File: src/tgf_cfg.svh
`ifndef TGF_CFG_SVH
`define TGF_CFG_SVH

// Register offsets
`define TGF_OFS_STATUS     8'h01
`define TGF_OFS_GAIN2      8'h03
`define TGF_OFS_GAIN1      8'h04
`define TGF_OFS_FREQ_HI    8'h0A
`define TGF_OFS_FREQ_MID   8'h0B
`define TGF_OFS_FREQ_LO    8'h0C
`define TGF_OFS_TUNE       8'h0F
`define TGF_OFS_BAND       8'h1A
`define TGF_OFS_CUTOFF     8'h1B
`define TGF_OFS_LOOPCLK    8'h1C
`define TGF_OFS_PASSTHRU   8'h20

// Field positions
`define TGF_BIT_SYNTH_LOCK 6
`define TGF_BIT_CAL_LOCK   5
`define TGF_BIT_GAIN1_HI   7
`define TGF_BIT_ATTEN_HI   3
`define TGF_BIT_ATTEN_LO   2
`define TGF_BIT_TUNE       6
`define TGF_BIT_LOOPCLK    4
`define TGF_BIT_MANUAL     3

// Reset values
`define TGF_RST_GAIN2      8'h00
`define TGF_RST_GAIN1      3'h0
`define TGF_RST_ATTEN      2'h0
`define TGF_RST_BAND       3'h6
`define TGF_RST_CUTOFF     2'h2

// First-stage code forced when the strap holds gain at its floor
`define TGF_GAIN1_FLOOR    3'h0

`endif

File: src/tgf_pkg.sv
package tgf_pkg;

    // Register write/read request from the serial-bus front end
    typedef struct packed {
        logic       wrStb;
        logic       rdStb;
        logic [7:0] addr;
        logic [7:0] wdata;
    } tgf_req_t;

    // Analog control word presented to the front end
    typedef struct packed {
        logic [7:0] secondGainCode;
        logic [2:0] firstGainCode;
        logic       firstGainAuto;
        logic [1:0] passthruAttenSetting;
        logic       passthruAuto;
        logic [2:0] rfBandSelect;
        logic [1:0] ifLowpassCutoff;
        logic       gainLoopClockEnable;
    } tgf_ctrl_t;

    typedef enum logic [1:0] {
        TGF_IDLE,
        TGF_CALC,
        TGF_WAIT
    } tgf_tune_t;

endpackage

File: src/tgf_regs.sv
`timescale 1ns/100ps
`default_nettype none
`include "tgf_cfg.svh"

// Notes on behaviour
// - Offset 03h holds an 8-bit second-stage gain code, gain is 0.2 dB per step from -12 dB.
// - Offset 04h bit 7 and bits 1:0 hold the first-stage code, 0..3 giving 6, 9, 12, 15 dB.
// - Offset 1Ah bits 2:0 are a write-only band filter select, codes 3 to 6, 6 is bypass.
// - Offset 1Bh bits 1:0 are a write-only cutoff select, codes 0..2 give 6, 7, 8 MHz.
// - Offset 1Ch bit 4 is write-only and turns the clock of both gain loops on or off.
// - Offset 20h bit 3 chooses strap-driven (0) or manual (1) passthrough control.
// - Manual 0 with strap low forces first-stage gain to 6 dB, attenuation from the field.
// - Manual 0 with strap high sets passthrough gain automatically from first-stage gain.
// - Manual 1 with strap low uses the register first-stage code and the attenuation field.
// - Manual 1 with strap high makes first-stage gain automatic, attenuation from the field.
// - Offset 04h bits 3:2 hold the attenuation code, 0..3 giving -6, -9, -12, -15 dB.
// - Offset 01h bit 6 reads synthesizer lock and bit 5 calibration lock, 1 meaning locked.
// - Writing 1 to bit 6 of offset 0Fh while no tune is running starts both synthesizer calculations.
// - The launch bit clears itself once both synthesizer and calibration are done.
// - Offsets 0Ah, 0Bh and 0Ch[7:4] read back frequency bits 31:12 in kHz.
module tgf_regs
    import tgf_pkg::*;
(
    input wire logic clk_sys,
    input wire logic rstn,
    input wire tgf_req_t busReq,
    output logic [7:0] rdData,
    output logic rdValid,
    input wire logic crystal_role_pin,
    input wire logic synthLockIn,
    input wire logic calLockIn,
    input wire logic synthDone,
    input wire logic calDone,
    input wire logic [19:0] synthFreqIn,
    output logic calcStart,
    output tgf_ctrl_t ctrl
);

    logic roleMeta_reg;
    logic roleSync_reg;
    logic [1:0] lockMeta_reg;
    logic [1:0] lockSync_reg;
    logic [7:0] secondGain_reg;
    logic [2:0] firstGain_reg;
    logic [1:0] atten_reg;
    logic [2:0] band_reg;
    logic [1:0] cutoff_reg;
    logic loopClk_reg;
    logic manual_reg;
    logic tuneBusy_reg;
    logic synthDoneSeen_reg;
    logic calDoneSeen_reg;
    logic [19:0] freq_reg;
    logic [7:0] rdData_reg;
    logic rdValid_reg;
    logic calcStart_reg;
    tgf_tune_t tuneState_reg;
    tgf_tune_t tuneState_next;
    logic launchWrite;
    logic [7:0] rdMux;

    // True when a write strobe addresses the given offset
    function automatic logic hit(input tgf_req_t r, input logic [7:0] ofs);
        hit = r.wrStb && (r.addr == ofs);
    endfunction

    // Strap and lock flags come from outside this clock, so two flops each
    always_ff @(posedge clk_sys or negedge rstn) begin
        if (!rstn) begin
            roleMeta_reg <= 1'b0;
            roleSync_reg <= 1'b0;
            lockMeta_reg <= 2'h0;
            lockSync_reg <= 2'h0;
        end else begin
            roleMeta_reg <= crystal_role_pin;
            roleSync_reg <= roleMeta_reg;
            lockMeta_reg <= {synthLockIn, calLockIn};
            lockSync_reg <= lockMeta_reg;
        end
    end

    // Gain and attenuation storage, readable back
    always_ff @(posedge clk_sys or negedge rstn) begin
        if (!rstn) begin
            secondGain_reg <= `TGF_RST_GAIN2;
            firstGain_reg <= `TGF_RST_GAIN1;
            atten_reg <= `TGF_RST_ATTEN;
        end else begin
            if (hit(busReq, `TGF_OFS_GAIN2)) begin
                secondGain_reg <= busReq.wdata;
            end
            if (hit(busReq, `TGF_OFS_GAIN1)) begin
                // Code bit 2 lives in byte bit 7
                firstGain_reg <= {busReq.wdata[`TGF_BIT_GAIN1_HI], busReq.wdata[1:0]};
                atten_reg <= busReq.wdata[`TGF_BIT_ATTEN_HI:`TGF_BIT_ATTEN_LO];
            end
        end
    end

    // Write-only filter, loop and passthrough-mode controls
    always_ff @(posedge clk_sys or negedge rstn) begin
        if (!rstn) begin
            band_reg <= `TGF_RST_BAND;
            cutoff_reg <= `TGF_RST_CUTOFF;
            loopClk_reg <= 1'b0;
            manual_reg <= 1'b0;
        end else begin
            if (hit(busReq, `TGF_OFS_BAND)) begin
                // Reserved codes are stored as written; the analog side decides
                band_reg <= busReq.wdata[2:0];
            end
            if (hit(busReq, `TGF_OFS_CUTOFF)) begin
                cutoff_reg <= busReq.wdata[1:0];
            end
            if (hit(busReq, `TGF_OFS_LOOPCLK)) begin
                loopClk_reg <= busReq.wdata[`TGF_BIT_LOOPCLK];
            end
            if (hit(busReq, `TGF_OFS_PASSTHRU)) begin
                manual_reg <= busReq.wdata[`TGF_BIT_MANUAL];
            end
        end
    end

    assign launchWrite = hit(busReq, `TGF_OFS_TUNE) && busReq.wdata[`TGF_BIT_TUNE];

    // Tune sequencer: launch, then wait for both completions
    always_comb begin
        tuneState_next = tuneState_reg;
        case (tuneState_reg)
            TGF_IDLE: begin
                if (launchWrite) begin
                    tuneState_next = TGF_CALC;
                end
            end
            TGF_CALC: begin
                tuneState_next = TGF_WAIT;
            end
            TGF_WAIT: begin
                if ((synthDoneSeen_reg || synthDone) && (calDoneSeen_reg || calDone)) begin
                    tuneState_next = TGF_IDLE;
                end
            end
            default: begin
                tuneState_next = TGF_IDLE;
            end
        endcase
    end

    always_ff @(posedge clk_sys or negedge rstn) begin
        if (!rstn) begin
            tuneState_reg <= TGF_IDLE;
        end else begin
            tuneState_reg <= tuneState_next;
        end
    end

    // Launch pulse and busy bit; the two done events may arrive in any order
    always_ff @(posedge clk_sys or negedge rstn) begin
        if (!rstn) begin
            calcStart_reg <= 1'b0;
            tuneBusy_reg <= 1'b0;
            synthDoneSeen_reg <= 1'b0;
            calDoneSeen_reg <= 1'b0;
        end else begin
            calcStart_reg <= (tuneState_reg == TGF_IDLE) && launchWrite;
            tuneBusy_reg <= (tuneState_next != TGF_IDLE);
            if (tuneState_reg == TGF_CALC || tuneState_next == TGF_IDLE) begin
                synthDoneSeen_reg <= 1'b0;
                calDoneSeen_reg <= 1'b0;
            end else begin
                synthDoneSeen_reg <= synthDoneSeen_reg | synthDone;
                calDoneSeen_reg <= calDoneSeen_reg | calDone;
            end
        end
    end

    // Frequency readback captured when the synthesizer reports done
    always_ff @(posedge clk_sys or negedge rstn) begin
        if (!rstn) begin
            freq_reg <= 20'h00000;
        end else if (synthDone) begin
            freq_reg <= synthFreqIn;
        end
    end

    // Read mux; write-only and unmapped offsets read zero
    always_comb begin
        rdMux = 8'h00;
        case (busReq.addr)
            `TGF_OFS_STATUS: begin
                rdMux[`TGF_BIT_SYNTH_LOCK] = lockSync_reg[1];
                rdMux[`TGF_BIT_CAL_LOCK] = lockSync_reg[0];
            end
            `TGF_OFS_GAIN2: begin
                rdMux = secondGain_reg;
            end
            `TGF_OFS_GAIN1: begin
                rdMux = {firstGain_reg[2], 3'h0, atten_reg, firstGain_reg[1:0]};
            end
            `TGF_OFS_FREQ_HI: begin
                rdMux = freq_reg[19:12];
            end
            `TGF_OFS_FREQ_MID: begin
                rdMux = freq_reg[11:4];
            end
            `TGF_OFS_FREQ_LO: begin
                rdMux = {freq_reg[3:0], 4'h0};
            end
            `TGF_OFS_TUNE: begin
                rdMux[`TGF_BIT_TUNE] = tuneBusy_reg;
            end
            default: begin
                rdMux = 8'h00;
            end
        endcase
    end

    always_ff @(posedge clk_sys or negedge rstn) begin
        if (!rstn) begin
            rdData_reg <= 8'h00;
            rdValid_reg <= 1'b0;
        end else begin
            rdValid_reg <= busReq.rdStb;
            if (busReq.rdStb) begin
                rdData_reg <= rdMux;
            end
        end
    end

    // Gain mode decode from manual bit and strap
    always_comb begin
        ctrl.secondGainCode = secondGain_reg;
        ctrl.passthruAttenSetting = atten_reg;
        ctrl.rfBandSelect = band_reg;
        ctrl.ifLowpassCutoff = cutoff_reg;
        ctrl.gainLoopClockEnable = loopClk_reg;
        ctrl.firstGainCode = firstGain_reg;
        ctrl.firstGainAuto = 1'b0;
        ctrl.passthruAuto = 1'b0;
        case ({manual_reg, roleSync_reg})
            2'b00: begin
                ctrl.firstGainCode = `TGF_GAIN1_FLOOR;
            end
            2'b01: begin
                ctrl.passthruAuto = 1'b1;
            end
            2'b11: begin
                ctrl.firstGainAuto = 1'b1;
            end
            default: begin
                ctrl.firstGainCode = firstGain_reg;
            end
        endcase
    end

    assign rdData = rdData_reg;
    assign rdValid = rdValid_reg;
    assign calcStart = calcStart_reg;

endmodule
`default_nettype wire

File: config.mk
export PLATFORM = sky130hd
export DESIGN_NAME = tgf_regs
export DESIGN_NICKNAME = d
export VERILOG_FILES = /design/src/tgf_pkg.sv /design/src/tgf_regs.sv
export VERILOG_INCLUDE_DIRS = /design/src /design/src/src
export SDC_FILE = /design/constraint.sdc
export NUM_CORES = 1
export LEC_CHECK = 0
export BUFFER_PORTS_ARGS = -buffer_cell sky130_fd_sc_hd__buf_2
export CAP_MARGIN = 20
export CELL_PAD_IN_SITES_DETAIL_PLACEMENT = 0
export CELL_PAD_IN_SITES_GLOBAL_PLACEMENT = 1
export CORE_ASPECT_RATIO = 1.25
export CORE_MARGIN = 4
export CORE_UTILIZATION = 44
export DETAILED_ROUTE_END_ITERATION = 12
export PLACE_DENSITY = 0.85
export SETUP_SLACK_MARGIN = 0.4
export SLEW_MARGIN = 20
export SYNTH_ARGS = -nofsm -noshare
export SYNTH_HDL_FRONTEND = slang
export SYNTH_SLANG_ARGS = --single-unit
File: constraint.sdc
create_clock -name clk_sys -period 3.2 [get_ports clk_sys]
set_input_delay 0.32 -clock clk_sys [delete_from_list [all_inputs] [get_ports clk_sys]]
set_output_delay 0.32 -clock clk_sys [all_outputs]
set_load 0.005 [all_outputs]
==> tab_implementation.tex, run 1 <==
\begin{tabular}{lr}
\hline
Metric & Value \\
\hline
\multicolumn{2}{l}{\textbf{Pwr}} \\
Peak supply drop & 286 uV \\
Leakage power & 0.00156 uW \\
Total power per unit cell area & 474 mW/mm\^{}2 \\
\multicolumn{2}{l}{\textbf{Finish}} \\
Most used cells in the layout excluding fill and tap cells & buf\_2, dfrtp\_1, mux2\_2, nand3b\_1, clkbuf\_8 \\
Non-filler cells, final & 372 \\
Flip-flop count of the largest register, all copies and words added & 20 \\
Antenna diode instance count & 0 \\
Proportion of layout cells with a drive suffix above 1 & 47.9\% \\
Most frequent standard cell in the layout excluding fill and tap cells & buf\_2 \\
Area Growth Syn to Fin & 22.0\% \\
Final Net Count & 330 \\
\multicolumn{2}{l}{\textbf{Critical path}} \\
Kind of critical path & in2reg \\
Crit Reg-Reg Startpoint & tuneState\_reg[1] \\
Logic depth of the worst register-to-register path & 4 \\
Critical path launch point type & input pin \\
Capturing element type of the critical path & flip-flop \\
Worst Path Arrival & 1.76 ns \\
Register-to-Register Setup Slack & 1.70 ns \\
Worst R2R End & synthDoneSeen\_reg \\
Crit path max fanout & 23 \\
Required time at the worst-slack endpoint & 3.42 ns \\
\multicolumn{2}{l}{\textbf{Yosys}} \\
Main combinational cell family by area after synthesis & multiplexers \\
Ys flop type & dfrtp\_1 \\
Post-synthesis sequential element count & 61 \\
Synth warn & 0 \\
Cell count after synthesis & 209 \\
Unique cell type count in the Yosys netlist & 44 \\
Summed instance area of the synthesized netlist & 0.00268 mm\^{}2 \\
Sequential cell area fraction in the yosys report & 57.1\% \\
Fraction of the mapped netlist area in adder cells & 0\% \\
Number of flops mapped to enable cells by yosys & 0 \\
Share of async-settable or async-resettable flops after synthesis & 100\% \\
Proportion of synthesized area in mux cells & 18.7\% \\
Post-synthesis net count & 254 \\
Post-synthesis share of cell area spent on and, or, nand and nor gates & 14.0\% \\
Fraction of synthesized cell area in xor and xnor cells & 0\% \\
Post-Syn Area per Cell & 12.8 um\^{}2 \\
Compound-Gate Fraction of Synth Area & 7.28\% \\
\multicolumn{2}{l}{\textbf{Detailed routing}} \\
Average detailed-routed wire length per instance & 16.1 um \\
Per-cell via count in the routed design & 5.24 \\
First-pass DRT Iterations & 4 \\
Number of DRC markers after the initial detailed-route iteration & 77 \\
Remaining number of nets flagged by the antenna check after routing & 0 \\
Final routed wirelength across all metal layers & 5990 um \\
DRC errors left & 0 \\
Total via count in the routed design & 1950 \\
\multicolumn{2}{l}{\textbf{Clock tree}} \\
CTS H-tree depth & 3 \\
Cell chosen for the clock root & clkbuf\_8 \\
Number of buffers added to fix hold violations after cts & 0 \\
CTS resizes & 0 \\
Clock sink count & 61 \\
Maximum buffer depth of the clock tree & 2 \\
Total clock buffers created by CTS & 9 \\
Post-CTS Setup Inserts & 0 \\
Clock tree from TritonCTS & yes \\
Clock latency at the later pin of the worst-skew pair & 0.34 ns \\
Clock edge transition at the registers on the reported setup and hold paths & 0.06 ns \\
\multicolumn{2}{l}{\textbf{GRT}} \\
Global-route congestion overflow total & 0 \\
Total track usage & 17.4\% \\
Global-route wire length before repair & 9460 um \\
Initial antenna violation count & 0 \\
Number of global-route vias before repair & 1876 \\
Largest net degree at the start of global routing & 48 \\
\multicolumn{2}{l}{\textbf{Timing}} \\
Worst slew margin & 61.3\% \\
Fin Hold WS & -0.0162 ns \\
Number of failing setup endpoints in the final timing report & 0 \\
Transition time at the pin with the least slew margin & 0.580 ns \\
Final worst-path cycle share & 48.1\% \\
Number of failing hold endpoints at the final stage & 43 \\
Min Clock Period, post-route & 1.54 ns \\
Setup TNS Final & 0 ns \\
Pins Over Slew Limit & 0 \\
Setup repair after global routing missed its margin & no \\
Fmax & 649 MHz \\
Clock Skews & 0.00851 ns \\
\multicolumn{2}{l}{\textbf{Placed design}} \\
Placer congestion estimate & 0.783 \\
Placed cell count & 356 \\
Final HPWL from detailed placement & 4450 um \\
Port Buffer Count & 75 \\
\multicolumn{2}{l}{\textbf{Die}} \\
Count of boundary I/O pins & 76 \\
Row count & 31 \\
Core Area & 0.00586 mm\^{}2 \\
Die width & 77.8 um \\
Effective utilization at floorplan & 45.8\% \\
Die ar. & 0.00741 mm\^{}2 \\
Height of the chip & 95.3 um \\
\multicolumn{2}{l}{\textbf{Run status}} \\
Result of the run & finished, violations left \\
Violations in the final reports & negative hold slack \\
\multicolumn{2}{l}{\textbf{Hold path}} \\
Worst min path class & in2async \\
\multicolumn{2}{l}{\textbf{Job}} \\
Max-capacitance violation count & 0 \\
\hline
\end{tabular}
## layer usage
| metal | track usage (%) | vias to the layer above | routed length, um |
|---|---|---|---|
| li1 | - | 914 | - |
| met1 | 21.5 | 960 | 2580 |
| met2 | 27.6 | 66 | 2890 |
| met3 | 6.52 | 10 | 385 |
| met5 | 0 | - | 0 |
| met4 | 7.42 | 0 | 127 |
## how the worst max path moves through the flow
stage                           from           endpoint  slack (ns)  cells after the start
floorplan                 busReq[15]         manual_reg        1.67                      4
global placement          busReq[11]        band_reg[0]        1.34                      4
detailed placement        busReq[11]        band_reg[0]        1.31                      4
CTS                 tuneState_reg[1]  synthDoneSeen_reg        1.66                      4
global route        tuneState_reg[1]    calDoneSeen_reg        1.58                      4
finish                    busReq[11]        band_reg[0]        1.66                      4
## power breakdown
group,leakage (uW),internal [uW],switching [uW]
Combinational,0.000708,79.7,78.2
Sequential,0.000776,816,26.2
Clock,0.0000784,279,272
## logic make-up after synthesis
group | after synthesis
DFF | 61
and+or+nand+nor | 55
muxes | 45
AOI/OAI and AO/OA | 29
buffers and inverters | 19
## metrics by stage
stage / instance area [um^2] / setup slack (ns) / power (uW) / hold slack (ns) / utilization (%)
finish: 3270 / 1.66 / 1550 / -0.0162 / 55.9
global route: 3270 / 1.58 / 1620 / 0.0174 / 55.9
CTS: 3270 / 1.66 / 1570 / 0.0586 / 55.8
detailed placement: 3120 / 1.31 / 1020 / 0.335 / 53.2
global placement: 3120 / 1.34 / 1010 / 0.334 / 53.2
floorplan: 2680 / 1.67 / 933 / 0.0244 / -
## cells in the mapped netlist, types with 3 or more instances
master	count	area share, %
dfrtp_1	58	54
mux2_2	39	16
nand3_1	4	0.75
nand3b_1	10	2.8
o21ai_0	4	0.75
nor2_1	7	0.98
inv_1	8	1.1
mux2i_1	5	1.9
a21oi_1	6	1.1
nor2b_1	4	0.93
clkbuf_1	4	0.56
o22ai_1	8	1.9
buf_2	4	0.75
nand2_1	4	0.56
dfstp_2	3	2.9
a221oi_1	4	1.3
nand2b_1	4	0.93
## critical path: stages
cell	delay [ns]
buf_2	0.37
nor4bb_1	0.54
nand2_1	0.22
mux2_2	0.31
## final cells by class
class / count / area, um^2
fill: 548 / 2580
sequential: 61 / 1530
multi-input combinational: 129 / 1070
timing repair buffer: 76 / 385
clock buffer: 14 / 143
tap: 82 / 103
inverter: 8 / 30.0
clock inverter: 2 / 10.0
Power figures use the tool's default switching activity.
==> run 2, diff against run 1 <==
--- a/config.mk
+++ b/config.mk
@@ -12,9 +12,9 @@
 export CELL_PAD_IN_SITES_GLOBAL_PLACEMENT = 1
 export CORE_ASPECT_RATIO = 1.25
 export CORE_MARGIN = 4
-export CORE_UTILIZATION = 44
+export CORE_UTILIZATION = 37
 export DETAILED_ROUTE_END_ITERATION = 12
-export PLACE_DENSITY = 0.85
+export PLACE_DENSITY = 0.76
 export SETUP_SLACK_MARGIN = 0.4
 export SLEW_MARGIN = 20
 export SYNTH_ARGS = -nofsm -noshare
==> constraint.sdc (replaced) <==
create_clock -name clk_sys -period 1.4 [get_ports clk_sys]
set_input_delay 0.14 -clock clk_sys [delete_from_list [all_inputs] [get_ports clk_sys]]
set_output_delay 0.14 -clock clk_sys [all_outputs]
set_load 0.005 [all_outputs]
==> run 2 against run 1 <==
  * Count of clock-buffer cells in the layout decreased by 2
  * Utilization is 2.2 points higher
  * The flow finishes with violations (negative setup slack)
  * Combinational power grew to 3.2 times the previous value
  * Global-route usage decreased by 2.2 points
  * Critical endpoint is now calDoneSeen_reg
  * Setup slack lost 1.7 ns
  * Non-clock buffer count is 44 higher
  * Power rose to 2.8 times the previous value
  * First-iteration DRC count down 52%
==> tab_implementation.tex, run 2 (same netlist as run 1, synthesis figures left out) <==
\begin{tabular}{lr}
\hline
Metric & Value \\
\hline
\multicolumn{2}{l}{\textbf{Run status}} \\
Result of the run & finished, violations left \\
Violations in the final reports & negative setup slack \\
\multicolumn{2}{l}{\textbf{Timing}} \\
Fmax & 695 MHz \\
Clock Skews & 0.00565 ns \\
Final worst-path cycle share & 103\% \\
Setup TNS Final & -0.0672 ns \\
Setup repair after global routing missed its margin & yes \\
Worst slew margin & 67.0\% \\
Final worst-path setup slack & -0.0390 ns \\
Pins Over Slew Limit & 0 \\
Number of failing hold endpoints at the final stage & 0 \\
Number of failing setup endpoints in the final timing report & 4 \\
Min Clock Period, post-route & 1.44 ns \\
Fin Hold WS & 0.0407 ns \\
Transition time at the pin with the least slew margin & 0.495 ns \\
\multicolumn{2}{l}{\textbf{Detailed routing}} \\
First-pass DRT Iterations & 4 \\
Average detailed-routed wire length per instance & 15.9 um \\
DRC errors left & 0 \\
Number of DRC markers after the initial detailed-route iteration & 37 \\
Remaining number of nets flagged by the antenna check after routing & 0 \\
Total via count in the routed design & 2118 \\
Per-cell via count in the routed design & 5.00 \\
Final routed wirelength across all metal layers & 6730 um \\
\multicolumn{2}{l}{\textbf{Critical path}} \\
Critical path launch point type & flip-flop \\
Crit path max fanout & 3 \\
Register-to-Register Setup Slack & -0.04 ns \\
Crit Reg-Reg Startpoint & tuneState\_reg[1] \\
Required time at the worst-slack endpoint & 1.66 ns \\
Worst Path Arrival & 1.70 ns \\
Worst R2R End & calDoneSeen\_reg \\
Kind of critical path & reg2reg \\
Logic depth of the worst register-to-register path & 4 \\
Capturing element type of the critical path & flip-flop \\
\multicolumn{2}{l}{\textbf{Pwr}} \\
Peak supply drop & 600 uV \\
Leakage power & 0.00200 uW \\
Total power per unit cell area & 1060 mW/mm\^{}2 \\
\multicolumn{2}{l}{\textbf{GRT}} \\
Largest net degree at the start of global routing & 62 \\
Global-route congestion overflow total & 0 \\
Global-route wire length before repair & 10300 um \\
Number of global-route vias before repair & 2030 \\
Initial antenna violation count & 0 \\
Total track usage & 15.3\% \\
\multicolumn{2}{l}{\textbf{Hold path}} \\
Hold Crit Endpoint & rdValid \\
Worst min path class & in2reg \\
Instance count along the most critical hold path & 1 \\
Startpoint of the worst hold path & busReq[16] \\
\multicolumn{2}{l}{\textbf{Clock tree}} \\
Clock tree from TritonCTS & yes \\
Maximum buffer depth of the clock tree & 2 \\
CTS H-tree depth & 3 \\
Cell chosen for the clock root & clkbuf\_8 \\
Total clock buffers created by CTS & 9 \\
Clock latency at the later pin of the worst-skew pair & 0.33 ns \\
Clock edge transition at the registers on the reported setup and hold paths & 0.07 ns \\
Clock sink count & 61 \\
\multicolumn{2}{l}{\textbf{Placed design}} \\
Port Buffer Count & 75 \\
Final HPWL from detailed placement & 4820 um \\
Placer congestion estimate & 0.835 \\
DP Area & 0.00336 mm\^{}2 \\
\multicolumn{2}{l}{\textbf{Die}} \\
Core Area & 0.00702 mm\^{}2 \\
Effective utilization at floorplan & 38.2\% \\
Die width & 84.1 um \\
Die ar. & 0.00868 mm\^{}2 \\
Row count & 34 \\
Count of boundary I/O pins & 76 \\
Height of the chip & 103 um \\
\multicolumn{2}{l}{\textbf{Finish}} \\
Utilization after layout & 58.0\% \\
Area Growth Syn to Fin & 51.9\% \\
Most used cells in the layout excluding fill and tap cells & buf\_2, dfrtp\_1, buf\_4, mux2\_4, mux2\_2 \\
Final Net Count & 374 \\
Total of fill cells in the finished design & 593 \\
Antenna diode instance count & 0 \\
Final std cell area, no fill & 0.00407 mm\^{}2 \\
Proportion of layout cells with a drive suffix above 1 & 63.5\% \\
Flip-flop count of the largest register, all copies and words added & 20 \\
Most frequent standard cell in the layout excluding fill and tap cells & buf\_2 \\
\multicolumn{2}{l}{\textbf{Job}} \\
Max-capacitance violation count & 0 \\
\hline
\end{tabular}
[run 2: worst max-delay path: stages (launching register included)]
cell and delay, ns:
dfrtp_1 0.38, or4bb_4 0.56, nor4_4 0.24, o21ai_2 0.09
nor2_1 0.10
[run 2: worst max-delay path by stage]
stage | start | end | slack [ns] | cells past startpoint
after floorplan | busReq[15] | manual_reg | 0.05 | 4
after global placement | busReq[15] | band_reg[0] | -0.12 | 6
after detailed placement | busReq[15] | manual_reg | -0.14 | 5
after CTS | tuneState_reg[1] | synthDoneSeen_reg | -0.05 | 4
after global routing | tuneState_reg[1] | synthDoneSeen_reg | -0.10 | 4
final | tuneState_reg[1] | calDoneSeen_reg | -0.04 | 4
[run 2: area by class of cell]
cell class | instances | area, um^2 | area share (%)
multi-input combinational | 129 | 1360 | 33.4
clock inverter | 4 | 95.1 | 2.33
clock buffer | 12 | 145 | 3.56
inverter | 8 | 30.0 | 0.737
timing repair buffer | 120 | 798 | 19.6
tap | 90 | 113 | 2.76
sequential | 61 | 1530 | 37.6
[run 2: power breakdown]
part / switching (uW) / internal [uW]
clock network: 665 / 1230
logic: 222 / 281
registers: 66.5 / 1860
[run 2: what timing repair did]
action,in CTS,in global routing
endpoints found under the hold margin,61,0
resized for setup,36,33
buffers inserted,4,12
hold buffers,4,0
pin swaps,8,13
endpoints found under the setup margin,53,59
[run 2: per-stage QoR]
stage / cells / setup WS, ns / power (uW)
floorplan: 209 / 0.0456 / 2150
global placement: 388 / -0.117 / 2370
detailed placement: 388 / -0.143 / 2380
CTS: 412 / -0.0463 / 4310
global route: 424 / -0.103 / 4480
finish: 424 / -0.0390 / 4330
[run 2: routing by layer]
metal | wire length [um] | global-route usage (%) | vias up
li1 | - | - | 1003
met1 | 2910 | 19.7 | 1053
met2 | 3470 | 25.0 | 54
met3 | 283 | 3.96 | 8
met4 | 74 | 5.82 | 0
met5 | 0 | 0 | -
